File: src/rtl/rtx_defines.svh
// Opcodes, masks, reset values and timing for the register transfer executor.
`ifndef RTX_DEFINES_SVH
`define RTX_DEFINES_SVH
`define OPC_COPY_B_INTO_ACC 10'h01E
`define OPC_COPY_ACC_INTO_B 10'h00E
`define OPC_READ_ROW_POINTER 10'h01F
`define OPC_WRITE_ROW_POINTER 10'h00C
`define OPC_LOAD_WIDE_PAIR 10'h01A
`define OPC_LOAD_PAGE_REG 10'h029
`define OPC_READ_PAGE_REG 10'h051
`define OPC_READ_FILE_REG 10'h053
`define OPC_READ_COLUMN_REG 10'h052
`define OPC_READ_STACK_POINTER 10'h050
`define OPC_ROW_INCREMENT 10'h013
`define OPC_ROW_DECREMENT 10'h017
`define OPC_WATCHDOG_TEST_CLEAR 10'h2A0
`define OPC_WRITE_IRQ_CTRL_FIRST 10'h03F
`define OPC_WRITE_IRQ_CTRL_SECOND 10'h03E
`define OPC_WRITE_TIMER_CTRL_FIRST 10'h20E
`define OPC_WRITE_TIMER_CTRL_SECOND 10'h20F
`define OPC_WRITE_TIMER_CTRL_THIRD 10'h210
`define OPC_WRITE_TIMER_CTRL_FOURTH 10'h211
`define MASK_LOAD_XY 10'h300
`define OPC_LOAD_XY 10'h300
`define MASK_LOAD_Z 10'h3FC
`define OPC_LOAD_FILE_IMM 10'h048
`define MASK_IMM4 10'h3F0
`define OPC_RAM_TO_ACC 10'h2C0
`define OPC_SWAP_ACC_RAM 10'h2D0
`define OPC_SWAP_AND_ROW_DOWN 10'h2F0
`define OPC_SWAP_AND_ROW_UP 10'h2E0
`define OPC_ACC_TO_RAM 10'h2B0
`define RESET_NIBBLE 4'h0
`define RESET_WIDE 8'h00
`define RESET_PAGE 3'h0
`define RESET_FILE 2'h0
`define ROW_TOP 4'hF
`define ROW_BOTTOM 4'h0
`define INSTR_CYCLES 1
`endif

File: src/rtl/rtx_pkg.sv
// Types shared by the register transfer executor and its users.
package rtx_pkg;
  typedef enum logic [4:0] {
    OP_NONE, OP_COPY_B_INTO_ACC, OP_COPY_ACC_INTO_B, OP_READ_ROW, OP_WRITE_ROW,
    OP_LOAD_WIDE, OP_LOAD_PAGE, OP_READ_PAGE, OP_READ_FILE, OP_READ_COLUMN,
    OP_READ_SP, OP_LOAD_XY, OP_LOAD_Z, OP_ROW_INC, OP_ROW_DEC, OP_RAM_TO_ACC,
    OP_SWAP, OP_SWAP_DOWN, OP_SWAP_UP, OP_ACC_TO_RAM, OP_WDOG,
    OP_IRQ1, OP_IRQ2, OP_TMR1, OP_TMR2, OP_TMR3, OP_TMR4
  } op_t;
  typedef struct packed {
    logic [3:0] acc;
    logic [3:0] b;
    logic [3:0] x;
    logic [3:0] y;
    logic [1:0] z;
    logic [7:0] e;
    logic [2:0] d;
  } core_t;
  typedef struct packed {
    logic [3:0] irq1;
    logic [3:0] irq2;
    logic [3:0] tmr1;
    logic [3:0] tmr2;
    logic [3:0] tmr3;
    logic [3:0] tmr4;
  } ctrl_t;
  typedef struct packed {
    logic en;
    logic [3:0] data;
  } ram_wr_t;
endpackage

File: src/rtl/register_transfer_instr_exec.sv
// Executes the register and RAM transfer instructions of the 4-bit core.
`timescale 1ns/1ps
`include "rtx_defines.svh"

// Function
// - Copy-B instruction loads all four bits of B into the accumulator.
// - Read-row instruction places pointer Y into the accumulator in one cycle.
// - Write-row instruction loads Y from the accumulator, no skip.
// - Load-wide instruction puts B in E high nibble, accumulator in low nibble.
// - Load-page instruction copies accumulator bits 2..0 into D, bit 3 dropped.
// - Read-page instruction puts D in accumulator bits 2..0, bit 3 cleared.
// - Read-file instruction puts Z in accumulator bits 1..0, upper bits cleared.
// - Read-column instruction copies all of X into the accumulator.
// - Read-stack instruction puts stack pointer in bits 2..0, bit 3 cleared.
// - Load-XY immediate takes X from opcode bits 7..4, Y from 3..0.
// - Load-Z immediate takes Z from the two low opcode bits.
// - Row increment adds one to Y modulo sixteen.
// - Row decrement subtracts one from Y modulo sixteen.
// - RAM-to-accumulator loads the addressed nibble and XORs X with immediate.
// - Swap exchanges accumulator and addressed nibble, XORs X with immediate.
// - Swap-down also decrements Y and skips next when Y becomes fifteen.
// - Swap-up also increments Y and skips next when Y wraps to zero.
// - Accumulator-to-RAM writes the nibble and XORs X with immediate.
// - Watchdog test skips and clears the first watchdog flag when it is set.
// - Each interrupt-control write copies the accumulator into its own register.
// - Each timer-control write copies the accumulator into its own register.
module register_transfer_instr_exec (
  input wire logic clock, // 100 MHz instruction clock
  input wire logic srst, // Synchronous reset, active high
  input wire logic clock_enable, // Freezes all state while low
  input wire logic instr_valid, // Opcode presented this cycle
  input wire logic [9:0] opcode, // Instruction word
  input wire logic [3:0] ram_rd_data, // Nibble at the data pointer
  input wire logic [2:0] stack_ptr, // Current stack pointer
  input wire logic wdog_flag_set, // Watchdog timer sets the first flag
  output rtx_pkg::core_t core, // Core registers
  output rtx_pkg::ctrl_t ctrl, // Interrupt and timer control registers
  output rtx_pkg::ram_wr_t ram_wr, // Write to the nibble at the data pointer
  output logic skip_active, // Next instruction will be discarded
  output logic watchdog_flag_first // First watchdog flag
);
  import rtx_pkg::*;

  core_t next_core;
  ctrl_t next_ctrl;
  ram_wr_t next_ram_wr;
  logic next_skip;
  logic next_wdf;
  logic xy_chain;
  logic next_xy_chain;
  op_t op;
  logic go;
  logic [3:0] imm;

  function automatic op_t decode(input logic [9:0] w);
    op_t r;
    r = OP_NONE;
    if ((w & `MASK_LOAD_XY) == `OPC_LOAD_XY) r = OP_LOAD_XY;
    else if ((w & `MASK_LOAD_Z) == `OPC_LOAD_FILE_IMM) r = OP_LOAD_Z;
    else if ((w & `MASK_IMM4) == `OPC_RAM_TO_ACC) r = OP_RAM_TO_ACC;
    else if ((w & `MASK_IMM4) == `OPC_SWAP_ACC_RAM) r = OP_SWAP;
    else if ((w & `MASK_IMM4) == `OPC_SWAP_AND_ROW_DOWN) r = OP_SWAP_DOWN;
    else if ((w & `MASK_IMM4) == `OPC_SWAP_AND_ROW_UP) r = OP_SWAP_UP;
    else if ((w & `MASK_IMM4) == `OPC_ACC_TO_RAM) r = OP_ACC_TO_RAM;
    else begin
      case (w)
        `OPC_COPY_B_INTO_ACC: r = OP_COPY_B_INTO_ACC;
        `OPC_COPY_ACC_INTO_B: r = OP_COPY_ACC_INTO_B;
        `OPC_READ_ROW_POINTER: r = OP_READ_ROW;
        `OPC_WRITE_ROW_POINTER: r = OP_WRITE_ROW;
        `OPC_LOAD_WIDE_PAIR: r = OP_LOAD_WIDE;
        `OPC_LOAD_PAGE_REG: r = OP_LOAD_PAGE;
        `OPC_READ_PAGE_REG: r = OP_READ_PAGE;
        `OPC_READ_FILE_REG: r = OP_READ_FILE;
        `OPC_READ_COLUMN_REG: r = OP_READ_COLUMN;
        `OPC_READ_STACK_POINTER: r = OP_READ_SP;
        `OPC_ROW_INCREMENT: r = OP_ROW_INC;
        `OPC_ROW_DECREMENT: r = OP_ROW_DEC;
        `OPC_WATCHDOG_TEST_CLEAR: r = OP_WDOG;
        `OPC_WRITE_IRQ_CTRL_FIRST: r = OP_IRQ1;
        `OPC_WRITE_IRQ_CTRL_SECOND: r = OP_IRQ2;
        `OPC_WRITE_TIMER_CTRL_FIRST: r = OP_TMR1;
        `OPC_WRITE_TIMER_CTRL_SECOND: r = OP_TMR2;
        `OPC_WRITE_TIMER_CTRL_THIRD: r = OP_TMR3;
        `OPC_WRITE_TIMER_CTRL_FOURTH: r = OP_TMR4;
        default: r = OP_NONE;
      endcase
    end
    return r;
  endfunction

  assign op = decode(opcode);
  assign imm = opcode[3:0];
  // Reset wins over execution, so a cycle held in reset never counts as an executed instruction.
  assign go = clock_enable && instr_valid && !skip_active && !srst;

  always_comb begin
    next_core = core;
    next_ctrl = ctrl;
    // The RAM strobe leaves a flop one cycle late, so an instruction that reads the same
    // nibble right after a write sees the old data unless the RAM bypasses it.
    next_ram_wr = '0;
    next_skip = skip_active;
    next_xy_chain = xy_chain;
    next_wdf = watchdog_flag_first;
    if (instr_valid) begin
      next_skip = 1'b0;
      next_xy_chain = 1'b0;
    end
    if (go) begin
      next_xy_chain = (op == OP_LOAD_XY);
      case (op)
        OP_COPY_B_INTO_ACC: next_core.acc = core.b;
        OP_COPY_ACC_INTO_B: next_core.b = core.acc;
        OP_READ_ROW: next_core.acc = core.y;
        OP_WRITE_ROW: next_core.y = core.acc;
        OP_LOAD_WIDE: next_core.e = {core.b, core.acc};
        OP_LOAD_PAGE: next_core.d = core.acc[2:0];
        OP_READ_PAGE: next_core.acc = {1'b0, core.d};
        OP_READ_FILE: next_core.acc = {2'b00, core.z};
        OP_READ_COLUMN: next_core.acc = core.x;
        OP_READ_SP: next_core.acc = {1'b0, stack_ptr};
        OP_LOAD_XY: begin
          // Only the first of a run of back-to-back loads takes effect.
          if (!xy_chain) begin
            next_core.x = opcode[7:4];
            next_core.y = opcode[3:0];
          end
        end
        OP_LOAD_Z: next_core.z = opcode[1:0];
        OP_ROW_INC: begin
          next_core.y = 4'(core.y + 4'h1);
          next_skip = (4'(core.y + 4'h1) == `ROW_BOTTOM);
        end
        OP_ROW_DEC: begin
          next_core.y = 4'(core.y - 4'h1);
          next_skip = (4'(core.y - 4'h1) == `ROW_TOP);
        end
        OP_RAM_TO_ACC: begin
          next_core.acc = ram_rd_data;
          next_core.x = core.x ^ imm;
        end
        OP_SWAP, OP_SWAP_DOWN, OP_SWAP_UP: begin
          next_core.acc = ram_rd_data;
          next_ram_wr = '{en: 1'b1, data: core.acc};
          next_core.x = core.x ^ imm;
          if (op == OP_SWAP_DOWN) begin
            next_core.y = 4'(core.y - 4'h1);
            next_skip = (4'(core.y - 4'h1) == `ROW_TOP);
          end
          if (op == OP_SWAP_UP) begin
            next_core.y = 4'(core.y + 4'h1);
            next_skip = (4'(core.y + 4'h1) == `ROW_BOTTOM);
          end
        end
        OP_ACC_TO_RAM: begin
          next_ram_wr = '{en: 1'b1, data: core.acc};
          next_core.x = core.x ^ imm;
        end
        OP_WDOG: begin
          if (watchdog_flag_first) begin
            next_skip = 1'b1;
            next_wdf = 1'b0;
          end
        end
        OP_IRQ1: next_ctrl.irq1 = core.acc;
        OP_IRQ2: next_ctrl.irq2 = core.acc;
        OP_TMR1: next_ctrl.tmr1 = core.acc;
        OP_TMR2: next_ctrl.tmr2 = core.acc;
        OP_TMR3: next_ctrl.tmr3 = core.acc;
        OP_TMR4: next_ctrl.tmr4 = core.acc;
        default: next_core = core;
      endcase
    end
    // A set from the watchdog timer wins over a clear in the same cycle.
    if (wdog_flag_set) next_wdf = 1'b1;
  end

  always_ff @(posedge clock) begin
    if (srst) begin
      core <= '{acc: `RESET_NIBBLE, b: `RESET_NIBBLE, x: `RESET_NIBBLE,
                y: `RESET_NIBBLE, z: `RESET_FILE, e: `RESET_WIDE, d: `RESET_PAGE};
      ctrl <= '{`RESET_NIBBLE, `RESET_NIBBLE, `RESET_NIBBLE,
                `RESET_NIBBLE, `RESET_NIBBLE, `RESET_NIBBLE};
      ram_wr <= '0;
      skip_active <= 1'b0;
      xy_chain <= 1'b0;
      watchdog_flag_first <= 1'b0;
    end else if (clock_enable) begin
      core <= next_core;
      ctrl <= next_ctrl;
      ram_wr <= next_ram_wr;
      skip_active <= next_skip;
      xy_chain <= next_xy_chain;
      watchdog_flag_first <= next_wdf;
    end
  end
endmodule // register_transfer_instr_exec

File: config.mk
export PLATFORM = sky130hd
export DESIGN_NAME = register_transfer_instr_exec
export DESIGN_NICKNAME = d
export VERILOG_FILES = /design/src/rtl/rtx_pkg.sv /design/src/rtl/register_transfer_instr_exec.sv
export VERILOG_INCLUDE_DIRS = /design/src /design/src/rtl
export SDC_FILE = /design/constraint.sdc
export NUM_CORES = 1
export LEC_CHECK = 0
export BUFFER_PORTS_ARGS = -buffer_cell sky130_fd_sc_hd__buf_2
export CORE_AREA = 2 2 88 90
export CTS_BUF_LIST = sky130_fd_sc_hd__clkbuf_2
export DETAILED_ROUTE_END_ITERATION = 16
export DIE_AREA = 0 0 90 92
export PLACE_DENSITY = 0.77
export SETUP_SLACK_MARGIN = 0.05
export SYNTH_ARGS = -nofsm -noshare
export SYNTH_HDL_FRONTEND = slang
export SYNTH_SLANG_ARGS = --single-unit
export TNS_END_PERCENT = 100
File: constraint.sdc
create_clock -name clock -period 2.8 [get_ports clock]
set_input_delay 0.42 -clock clock [delete_from_list [all_inputs] [get_ports clock]]
set_output_delay 0.42 -clock clock [all_outputs]
set_load 0.01 [all_outputs]
# After elaboration in Yosys (flattened, before gate mapping)
# Index checks and enable logic that the tools add are counted.
[totals]
wordCells = 134
regBits = 61
out_inout_bits = 60
inputBits = 22
[classes]
n_reduce_logical = 31
n_bitwise = 1
add_sub_neg = 2
n_eq_ne = 55
muxes = 27
[ops]
columns = ["operator", "n"]
rows = [
  ["$pmux 5 s19", 1],
  ["$eq 5x5->1 const B", 11],
  ["$eq 10x10->1 const B", 5],
  ["$eq 10x5->1 const B", 5],
  ["$mux 5", 9],
  ["$eq 10x7->1 const B", 4],
  ["$eq 5x4->1 const B", 8],
  ["$reduce_and 3->1", 12],
  ["$eq 10x6->1 const B", 3],
  ["$eq 6x6->1 const B", 5],
  ["$pmux 4 s7", 1],
  ["$eq 10x4->1 const B", 2],
  ["$eq 5x3->1 const B", 4],
  ["$pmux 4 s5", 1],
  ["$eq 5x2->1 const B", 2],
  ["$mux 1", 10],
  ["$eq 8x5->1 const B", 1],
  ["$mux 4", 2],
  ["$mux 8", 1],
  ["$pmux 4 s2", 1],
  ["$reduce_bool 2->1", 4],
  ["$reduce_or 4->1", 2],
  ["$reduce_bool 7->1", 1],
  ["$eq 5x1->1 const B", 1],
  ["other kinds (17)", 20],
]

# Logic depth before layout (Yosys ltp)
# Gate-level depths: netlist (run 1).
[logic_depth]
ltp_word = 14
mapped_depth = 10
mapped_depth_nobuf = 8

# Worst setup path before layout (run 1)
# OpenSTA, ideal clock, no wires.
[synth_path]
path_type = "input to register"
from = "input opcode[8]"
to = "register ctrl[20] (netlist bit)"
slack_ns = 0.131
arrival_time_ns = 2.542
stages = 9
t_required_ns = 2.672
path_buffers = 2
setup_ns = 0.128
cell_sequence = "buf_6 > or3b_1 > or4_1 > and4_4 > a32oi_4 > and4bb_1 > buf_6 > mux2i_1 > nor2_1"
[synth_between]
elab_chain_len = 11
elab_cells_between_ends = 36
classes_between = "eq/ne: 27; mux: 8; reduce/logical: 1"
[synth_rtl]
columns = ["element", "line_no", "text"]
rows = [
  ["start: declaration", "register_transfer_instr_exec.sv:32", "input wire logic [9:0] opcode,"],
  ["$eq 10x10->1, or another cell as far along", "register_transfer_instr_exec.sv:66", "case (w)"],
  ["$pmux 5 s19", "register_transfer_instr_exec.sv:66", ""],
  ["$mux 5", "register_transfer_instr_exec.sv:64", "else if ((w & `MASK_IMM4) == `OPC_ACC_TO_RAM) r = OP_ACC_TO_RAM;"],
  ["$mux 5", "register_transfer_instr_exec.sv:63", "else if ((w & `MASK_IMM4) == `OPC_SWAP_AND_ROW_UP) r = OP_SWAP_UP;"],
  ["$mux 5", "register_transfer_instr_exec.sv:62", "else if ((w & `MASK_IMM4) == `OPC_SWAP_AND_ROW_DOWN) r = OP_SWAP_DOWN;"],
  ["$mux 5", "register_transfer_instr_exec.sv:61", "else if ((w & `MASK_IMM4) == `OPC_SWAP_ACC_RAM) r = OP_SWAP;"],
  ["$mux 5", "register_transfer_instr_exec.sv:60", "else if ((w & `MASK_IMM4) == `OPC_RAM_TO_ACC) r = OP_RAM_TO_ACC;"],
  ["$mux 5", "register_transfer_instr_exec.sv:59", "else if ((w & `MASK_LOAD_Z) == `OPC_LOAD_FILE_IMM) r = OP_LOAD_Z;"],
  ["$mux 5 (*)", "register_transfer_instr_exec.sv:58", "if ((w & `MASK_LOAD_XY) == `OPC_LOAD_XY) r = OP_LOAD_XY;"],
  ["$eq 5x5->1 (*)", "register_transfer_instr_exec.sv:112", "case (op)"],
  ["$reduce_and 3->1 (no line) (*)", "n/a", ""],
  ["end signal: assignment", "register_transfer_instr_exec.sv:183", "ctrl <= '{`RESET_NIBBLE, `RESET_NIBBLE, `RESET_NIBBLE,"],
  ["end signal: assignment", "register_transfer_instr_exec.sv:191", "ctrl <= next_ctrl;"],
  ["end: declaration", "register_transfer_instr_exec.sv:37", "output rtx_pkg::ctrl_t ctrl,"],
]
# Every way passes the cells marked *; elsewhere a longest branch is shown, timed or not.
# A chain may end at the register's enable or synchronous reset.

# Final worst setup path (run 1)
[layout_path]
from = "input opcode[5]"
to = "register ctrl[10] (netlist bit)"
[layout_between]
elab_chain_len = 11
elab_cells_between_ends = 35
classes_between = "eq/ne: 26; mux: 8; reduce/logical: 1"
[layout_rtl]
columns = ["element", "line_no"]
rows = [
  ["$eq 10x10->1, or another cell as far along", "register_transfer_instr_exec.sv:66"],
  ["$pmux 5 s19", "register_transfer_instr_exec.sv:66"],
  ["$mux 5", "register_transfer_instr_exec.sv:64"],
  ["$mux 5", "register_transfer_instr_exec.sv:63"],
  ["$mux 5", "register_transfer_instr_exec.sv:62"],
  ["$mux 5", "register_transfer_instr_exec.sv:61"],
  ["$mux 5", "register_transfer_instr_exec.sv:60"],
  ["$mux 5 (*)", "register_transfer_instr_exec.sv:59"],
  ["$mux 5 (*)", "register_transfer_instr_exec.sv:58"],
  ["$eq 5x5->1 (*)", "register_transfer_instr_exec.sv:112"],
  ["$reduce_and 3->1 (no line) (*)", "n/a"],
]
# Marks and branches as above.

==> results.txt, run 1 <==
most common flop cell mapped by yosys - dfxtp_1
DRC viols - 0
H-tree levels - 3
P_sw - 0.0004857 W
Pwr Total - 0.001846 W
Core Area - 0.007447 mm^2
ys async rst share - 0
Setup CP Type - in -> reg
Hold WC Path Type - in -> reg
sw frac - 0.2631
Area Overhead vs Synth - 26.66%
number of antenna repair diodes - 0
routability congestion estimate from global placement - 0.9168
Die Ht - 92 um
crit path time final - 2511 ps
Critical Path AT - 2920 ps
vias in the first global route - 3553
synth warn - 0
CTS Sinks - 61
maximum number of pins on one net before global-route repair - 54
crit path capture type - flop
maximum vdd drop - 0.5341 mV
Clock Path Buffers - 2
max-cap violations - 0
Post-Syn Instances - 411
Placed Instance Area - 0.004422 mm^2
fmax - 398.3 MHz
Final Hold Vio Count - 0
Worst-Margin Slew - 796.1 ps
CP Launch Type - primary input
first-pass GRT wire length - 17880 um
clock transition at the registers of the reported paths - 200 ps
CTS Buf Count - 9
gr ovfl total - 0
Combinational Power Share - 0.119
Worst-Skew Late Latency - 510 ps
skew final - 22.90 ps
Post-synth EDFFs - 0
clock group share of total power - 0.405
DRT Pass-1 Iters - 5
IO Pins - 82
TritonCTS clock tree - done
antenna violations before repair - 0
initial core utilization - 0.4866
WL final - 11080 um
Rel. slew slack - 0.4644
total track usage - 0.2693
Post-CTS Setup Inserts - 0
Detail Placement HPWL - 8237 um
sequential area share after synthesis - 0.3370
Critical Path Fanout Max - 9
Int Pwr - 0.001360 W
WP data required - 3210 ps
drt wl/cell - 17.37 um
layout cells sized above 1 - 0.3246
Yosys reg bits - 61
Post-Layout Inst Area - 0.004589 mm^2
pins over their slew limit - 0
Finish-stage setup viols - 0
crit share post-route - 0.8967
row count - 32
Root Buffer - clkbuf_2
PwrDens - 402.2 mW/mm^2
Die Width - 90 um
IO Port Bufs - 81
synthesized net count - 437
leak pwr - 2.048 nW
nets - 557
CTS Hold Buffers Added - 0
via count - 3654
DRT iter0 DRCs - 221
Netlist cell types - 68
post-synthesis instance area - 0.003623 mm^2
average cell area after synthesis - 8.816 um^2
ANT nets after route - 0
number of gates resized after cts - 0
die area - 0.008280 mm^2
unrepaired setup endpoints after global routing - no
vias per inst - 5.727
status - completed
Flop pwr share - 0.476
-- power by group through the flow --
| stage | Combinational [W] | Clock (W) | Sequential [W] |
|---|---|---|---|
| floorplan | 0.000125 | 0 | 0.000895 |
| global placement | 0.000213 | 0 | 0.000896 |
| detailed placement | 0.000214 | 0 | 0.000897 |
| CTS | 0.000215 | 0.000756 | 0.000879 |
| global route | 0.000238 | 0.000782 | 0.000880 |
| finish | 0.000219 | 0.000748 | 0.000879 |
-- stage by stage --
step,setup TNS (ps),setup WS [ps],hold WS (ps),instances,util
floorplan,0,130.7,493.0,411,-
global placement,-1609,-121.6,458.9,622,0.5938
detailed placement,-2202,-170.3,460.7,622,0.5938
CTS,0,383.8,110.9,638,0.6163
global route,0,210.3,138.9,638,0.6163
finish,0,289.2,146.0,638,0.6163
-- synth_stat cells (all sizes together) (3+ instances only) --
| library cell | instances | area share |
|---|---|---|
| a211oi | 7 | 0.016 |
| a21oi | 18 | 0.025 |
| a221oi | 5 | 0.012 |
| a22oi | 9 | 0.019 |
| and2 | 7 | 0.012 |
| and4 | 4 | 0.011 |
| buf | 19 | 0.036 |
| clkbuf | 11 | 0.011 |
| dfxtp | 61 | 0.34 |
| ha | 4 | 0.014 |
| inv | 4 | 0.0041 |
| mux2i | 44 | 0.12 |
| nand2 | 16 | 0.017 |
| nand2b | 23 | 0.040 |
| nand3 | 7 | 0.011 |
| nand3b | 5 | 0.010 |
| nand4 | 4 | 0.0069 |
| nand4b | 3 | 0.0090 |
| nor2 | 58 | 0.060 |
| nor2b | 7 | 0.012 |
| nor3 | 13 | 0.019 |
| nor3b | 4 | 0.0083 |
| nor4 | 4 | 0.015 |
| nor4b | 5 | 0.016 |
| o21a | 3 | 0.0062 |
| o21ai | 22 | 0.031 |
| or2 | 3 | 0.0052 |
| or3 | 4 | 0.0069 |
| or4 | 3 | 0.0062 |
| or4b | 3 | 0.0093 |
-- final timing paths --
kind	from	depth (start not counted)	endpoint	slack, ps
min	wdog_flag_set	3	watchdog_flag_first	150
min reg2reg	ctrl[12]	2	ctrl[12]	490
max	opcode[5]	11	ctrl[10]	290
max reg2reg	skip_active	5	core[6]	570
-- layer usage --
layer / vias up / routed length (um) / GRT usage
li1: 1739 / - / -
met1: 1739 / 4906 / 0.3443
met2: 150 / 5145 / 0.4386
met3: 26 / 701 / 0.05012
met4: 0 / 326 / 0.1308
met5: - / 0 / 0
-- kinds of logic (layout without fill, tap and decap cells) --
logic type	Yosys count	in the layout	share of synthesized area
DFF	61	61	0.3370
and+or+nand+nor	181	181	0.2983
adders and majority gates	4	4	0.01381
AOI/OAI and AO/OA	81	81	0.1561
xor gates and xnor gates	4	4	0.009670
buffers and inverters	34	159	0.05110
muxes	46	46	0.1340
-- layout make-up --
class                           count  area (um^2)
Tap cell                          102        127.6
Multi-Input combinational cell    316         2217
Clock buffer                        9        45.04
Fill cell                         657         2858
Sequential cell                    61         1221
Clock inverter                      7        122.6
Timing Repair Buffer              139        840.8
Inverter                            4        15.01
-- registers in the layout (all words and copies together) (netlist names) --
| signal | flops |
|---|---|
| core | 29 |
| ctrl | 24 |
| ram_wr | 5 |
| skip_active | 1 |
| watchdog_flag_first | 1 |
| xy_chain | 1 |
-- worst max-delay path, cell delays in order --
cell,delay (ps)
buf_2,120
buf_4,160
or3b_2,460
a211oi_1,420
or4_1,220
buf_4,110
o21ai_2,130
nor4b_4,380
buf_4,200
mux2i_1,210
nor2_1,70
-- placed cells by master (no fill, tap or decap), types with 5 or more instances in the layout --
master	Yosys	final
buf_4	9	58
a22oi_1	9	9
nand2b_1	23	23
nor2_1	58	58
dfxtp_1	61	61
mux2i_1	44	44
clkbuf_2	0	9
nand3_1	6	6
a221oi_1	5	5
a211oi_1	6	6
o21ai_0	21	21
and2_1	7	7
nor2b_1	7	7
buf_2	7	81
a21oi_1	18	18
nand2_1	16	16
nor3_1	12	12
nand3b_1	5	5
Power figures use the tool's default switching activity.
==> run 2: changes to the inputs <==
--- a/config.mk
+++ b/config.mk
@@ -12,6 +12,7 @@
 export DETAILED_ROUTE_END_ITERATION = 16
 export DIE_AREA = 0 0 90 92
 export PLACE_DENSITY = 0.77
+export REMOVE_ABC_BUFFERS = 1
 export SETUP_SLACK_MARGIN = 0.05
 export SYNTH_ARGS = -nofsm -noshare
 export SYNTH_HDL_FRONTEND = slang
==> results.txt, run 2 (synthesis gave the netlist of run 1 again) <==
status - completed
Die Ht - 92 um
max-cap violations - 0
crit path time final - 2568 ps
Largest register FFs - 29
gr ovfl total - 0
DRT Pass-1 Iters - 5
vias per inst - 5.721
ANT nets after route - 0
IO Port Bufs - 81
Setup CP Type - in -> reg
CTS Sinks - 61
WL final - 11120 um
H-tree levels - 3
TritonCTS clock tree - done
Core Area - 0.007447 mm^2
via count - 3633
total track usage - 0.2678
CTS Buf Count - 9
layout cells sized above 1 - 0.3208
drt wl/cell - 17.51 um
non-filler instance count after layout - 635
Critical Path AT - 2950 ps
Area Overhead vs Synth - 25.76%
crit path capture type - flop
antenna violations before repair - 0
Post-CTS Setup Inserts - 0
worst slack, placed - -261.2 ps
CTS Hold Buffers Added - 0
Worst-Skew Late Latency - 510 ps
commonest non-fill, non-tap cells in the layout - buf_2 (81), dfxtp_1 (61), nor2_1 (58)
maximum vdd drop - 0.3059 mV
maximum number of pins on one net before global-route repair - 63
skew final - 45.95 ps
nets - 554
Top Registers - core x29, ctrl x24, ram_wr x5
row count - 32
Die Width - 90 um
WP data required - 3180 ps
Root Buffer - clkbuf_2
Hold WC Path Type - in -> reg
CP Launch Type - primary input
pins over their slew limit - 0
die area - 0.008280 mm^2
DRT iter0 DRCs - 246
crit share post-route - 0.9173
unrepaired setup endpoints after global routing - no
hold slack - 109.1 ps
Largest Register - core
vias in the first global route - 3471
Rel. slew slack - 0.3667
Worst-Margin Slew - 941.3 ps
most common cell after layout, fill and taps aside - buf_2
routability congestion estimate from global placement - 0.9615
initial core utilization - 0.4866
Final Util - 0.6119
Detail Placement HPWL - 8426 um
IO Pins - 82
fmax - 389.4 MHz
number of antenna repair diodes - 0
leak pwr - 2.018 nW
Cells after DPL - 619
Pwr Total - 0.001675 W
PwrDens - 367.5 mW/mm^2
Finish-stage setup viols - 0
number of gates resized after cts - 0
Final Hold Vio Count - 0
Clock Path Buffers - 2
first-pass GRT wire length - 17770 um
Worst Setup Slack, final - 231.7 ps
DRC viols - 0
clock transition at the registers of the reported paths - 210 ps
Critical Path Fanout Max - 6
-- run 2: cell count changes in the layout (fill, tap and decap cells not counted) --
cell,before,now
clkinvlp_4,1,3
inv_6,0,1
buf_12,0,3
inv_8,1,0
bufinv_16,3,1
buf_4,58,52
-- run 2: routing by layer --
layer / GRT usage / vias up / share of wire
li1: - / 1735 / -
met1: 0.3432 / 1758 / 0.45
met2: 0.4555 / 122 / 0.49
met3: 0.04684 / 18 / 0.041
met4: 0.09359 / 0 / 0.020
met5: 0 / - / 0
-- run 2: worst max-delay path, cell delays in order --
cell and delay [ps]:
buf_2 130, nor4b_1 140, buf_4 150, and4_1 170, a211o_1 290, nor4_1 810
nor4b_4 500, mux2i_1 260, nor2_1 60
-- run 2: cell type report --
| class | count | area, um^2 |
|---|---|---|
| Timing Repair Buffer | 136 | 855.8 |
| Multi-Input combinational cell | 316 | 2217 |
| Clock inverter | 7 | 75.07 |
| Sequential cell | 61 | 1221 |
| Inverter | 4 | 15.01 |
| Fill cell | 675 | 2890 |
| Clock buffer | 9 | 45.04 |
| Tap cell | 102 | 127.6 |
-- run 2: path summary, 6_finish.rpt --
kind,from,end,slack (ps),depth (start not counted)
min,srst,skip_active,110,2
max,opcode[4],ctrl[11],230,9
min reg2reg,core[7],core[7],490,2
max reg2reg,skip_active,core[12],590,5
-- run 2: where the power goes --
group / switching, W / total (W) / leakage, nW / internal, W
logic: 0.000124 / 0.000224 / 1.46 / 0.000100
clock network: 0.000363 / 0.000571 / 0.0645 / 0.000208
registers: 0.00000618 / 0.000879 / 0.492 / 0.000873
-- run 2: through the flow --
| step | setup TNS, ps | instance area (um^2) |
|---|---|---|
| 2_1_floorplan | 0 | 3453 |
| 3_3_place_gp | -2281 | 4437 |
| 3_5_place_dp | -3170 | 4437 |
| 4_1_cts | 0 | 4557 |
| 5_1_grt | 0 | 4557 |
| 6_report | 0 | 4557 |
==> run 3: changes to the inputs <==
--- a/config.mk
+++ b/config.mk
@@ -11,8 +11,8 @@
 export CTS_BUF_LIST = sky130_fd_sc_hd__clkbuf_2
 export DETAILED_ROUTE_END_ITERATION = 16
 export DIE_AREA = 0 0 90 92
+export HOLD_SLACK_MARGIN = 0.15
 export PLACE_DENSITY = 0.77
-export REMOVE_ABC_BUFFERS = 1
 export SETUP_SLACK_MARGIN = 0.05
 export SYNTH_ARGS = -nofsm -noshare
 export SYNTH_HDL_FRONTEND = slang
==> constraint.sdc (replaced) <==
create_clock -name clock -period 2.2 [get_ports clock]
set_input_delay 0.33 -clock clock [delete_from_list [all_inputs] [get_ports clock]]
set_output_delay 0.33 -clock clock [all_outputs]
set_load 0.01 [all_outputs]
==> results.txt, run 3 (synthesis gave the netlist of run 1 again) <==
status - completed
drt wl/cell - 17.25 um
Critical Path AT - 2540 ps
Root Buffer - clkbuf_2
nets - 581
Clock Path Buffers - 2
IO Port Bufs - 81
vias per inst - 5.683
ANT nets after route - 0
Register Area - 0.001221 mm^2
Setup TNS - 0 ps
Layout fillers - 614
Top delay family on crit path - simple AND/OR/NAND/NOR gates
Post-Layout Inst Area - 0.004992 mm^2
crit path time final - 2180 ps
P_sw - 0.0006467 W
H-tree levels - 3
via count - 3762
most common cell after layout, fill and taps aside - buf_4
clock group share of total power - 0.399
vias in the first global route - 3577
maximum vdd drop - 0.3641 mV
sw frac - 0.2674
Cells after DPL - 638
number of antenna repair diodes - 0
Combinational Power Share - 0.139
Rel. slew slack - 0.5139
PwrDens - 484.4 mW/mm^2
DRT iter0 DRCs - 277
Worst-Margin Slew - 723.6 ps
non-filler instance count after layout - 662
unrepaired setup endpoints after global routing - yes
CTS Buf Count - 9
Die Ht - 92 um
R2R setup slack - 170 ps
total track usage - 0.2725
Die Width - 90 um
routability congestion estimate from global placement - 0.9351
critical path's largest stage delay - 540 ps
layout cells sized above 1 - 0.3929
CP Cell Sequence - buf_12, and3b_2, and4_4, or4_4, or3_4, or4b_4, mux2i_1, nor2_1
Slowest-stage cell, CP - or4_4
Flop pwr share - 0.463
maximum number of pins on one net before global-route repair - 66
Finish-stage setup viols - 0
first-pass GRT wire length - 18060 um
Core Area - 0.007447 mm^2
antenna violations before repair - 0
initial core utilization - 0.4866
crit share post-route - 0.9908
Largest register FFs - 29
crit path capture type - flop
Int Pwr - 0.001772 W
gr ovfl total - 0
skew final - 39.12 ps
Area Overhead vs Synth - 37.78%
multi-input logic area - 0.002360 mm^2
CP Launch Type - primary input
Hold WC Path Type - in -> reg
Top Registers - core x29, ctrl x24, ram_wr x5
Placed Instance Area - 0.004629 mm^2
IO Pins - 82
leak pwr - 2.215 nW
Worst-Skew Late Latency - 510 ps
CTS Sinks - 61
fmax - 458.8 MHz
pins over their slew limit - 0
WL final - 11420 um
die area - 0.008280 mm^2
Critical Path Fanout Max - 5
Detail Placement HPWL - 8266 um
clock transition at the registers of the reported paths - 180 ps
max-cap violations - 0
DRC viols - 0
Pwr Total - 0.002418 W
WP data required - 2560 ps
CP Buf/Inv Count - 1
Setup CP Type - in -> reg
row count - 32
TritonCTS clock tree - done
Final Hold Vio Count - 0
DRT Pass-1 Iters - 5
commonest non-fill, non-tap cells in the layout - buf_4 (80), buf_2 (73), dfxtp_1 (61)
Largest Register - core
Final Util - 0.6704
-- run 3: final timing paths --
kind                             startpoint           to  cells after the start
worst max-delay path              opcode[9]     core[12]                      8
worst min-delay path            instr_valid  skip_active                      5
worst max register to register  skip_active     core[12]                      5
worst min register to register     ctrl[12]     ctrl[12]                      2
-- run 3: tightest hold or removal path: stages --
cell and delay [ps]:
buf_2 80, nand2_1 60, buf_4 150, nand2_1 60
a21oi_1 50
-- run 3: layout make-up --
class / instances / share of cell area
multi-input cells: 316 / 0.4727
well taps: 102 / 0.02556
repair buffers: 163 / 0.2211
clock buffers: 9 / 0.009023
inverters: 4 / 0.003008
clock inverters: 7 / 0.02406
flip-flops and latches: 61 / 0.2446
-- run 3: layer usage --
layer | up-vias | GRT usage | part of all wire
li1 | 1790 | - | -
met1 | 1798 | 0.3490 | 0.43
met2 | 146 | 0.4543 | 0.47
met3 | 28 | 0.05423 | 0.070
met4 | 0 | 0.1051 | 0.026
met5 | - | 0 | 0
-- run 3: power groups by stage --
| stage | Combinational [W] | Clock, W | Sequential, W |
|---|---|---|---|
| after CTS | 0.000311 | 0.000979 | 0.00112 |
| after floorplan | 0.000169 | 0 | 0.00114 |
| after global placement | 0.000299 | 0 | 0.00114 |
| final | 0.000335 | 0.000965 | 0.00112 |
| after global routing | 0.000358 | 0.00102 | 0.00112 |
| after detailed placement | 0.000300 | 0 | 0.00114 |
-- run 3: metrics by stage --
stage,setup slack (ps),hold slack [ps]
2_1_floorplan,-309.5,466.0
3_3_place_gp,-456.9,458.1
3_5_place_dp,-504.4,463.3
4_1_cts,57.69,150.2
5_1_grt,5.940,270.5
6_report,20.31,264.8
-- run 3: timing repair --
action	in CTS	in global routing
hold buffers	1	1
pin swaps	5	12
gates resized for setup	11	20
setup buffers	4	2
hold endpoints to repair	1	1
setup endpoints to repair	5	39
cloned	0	1
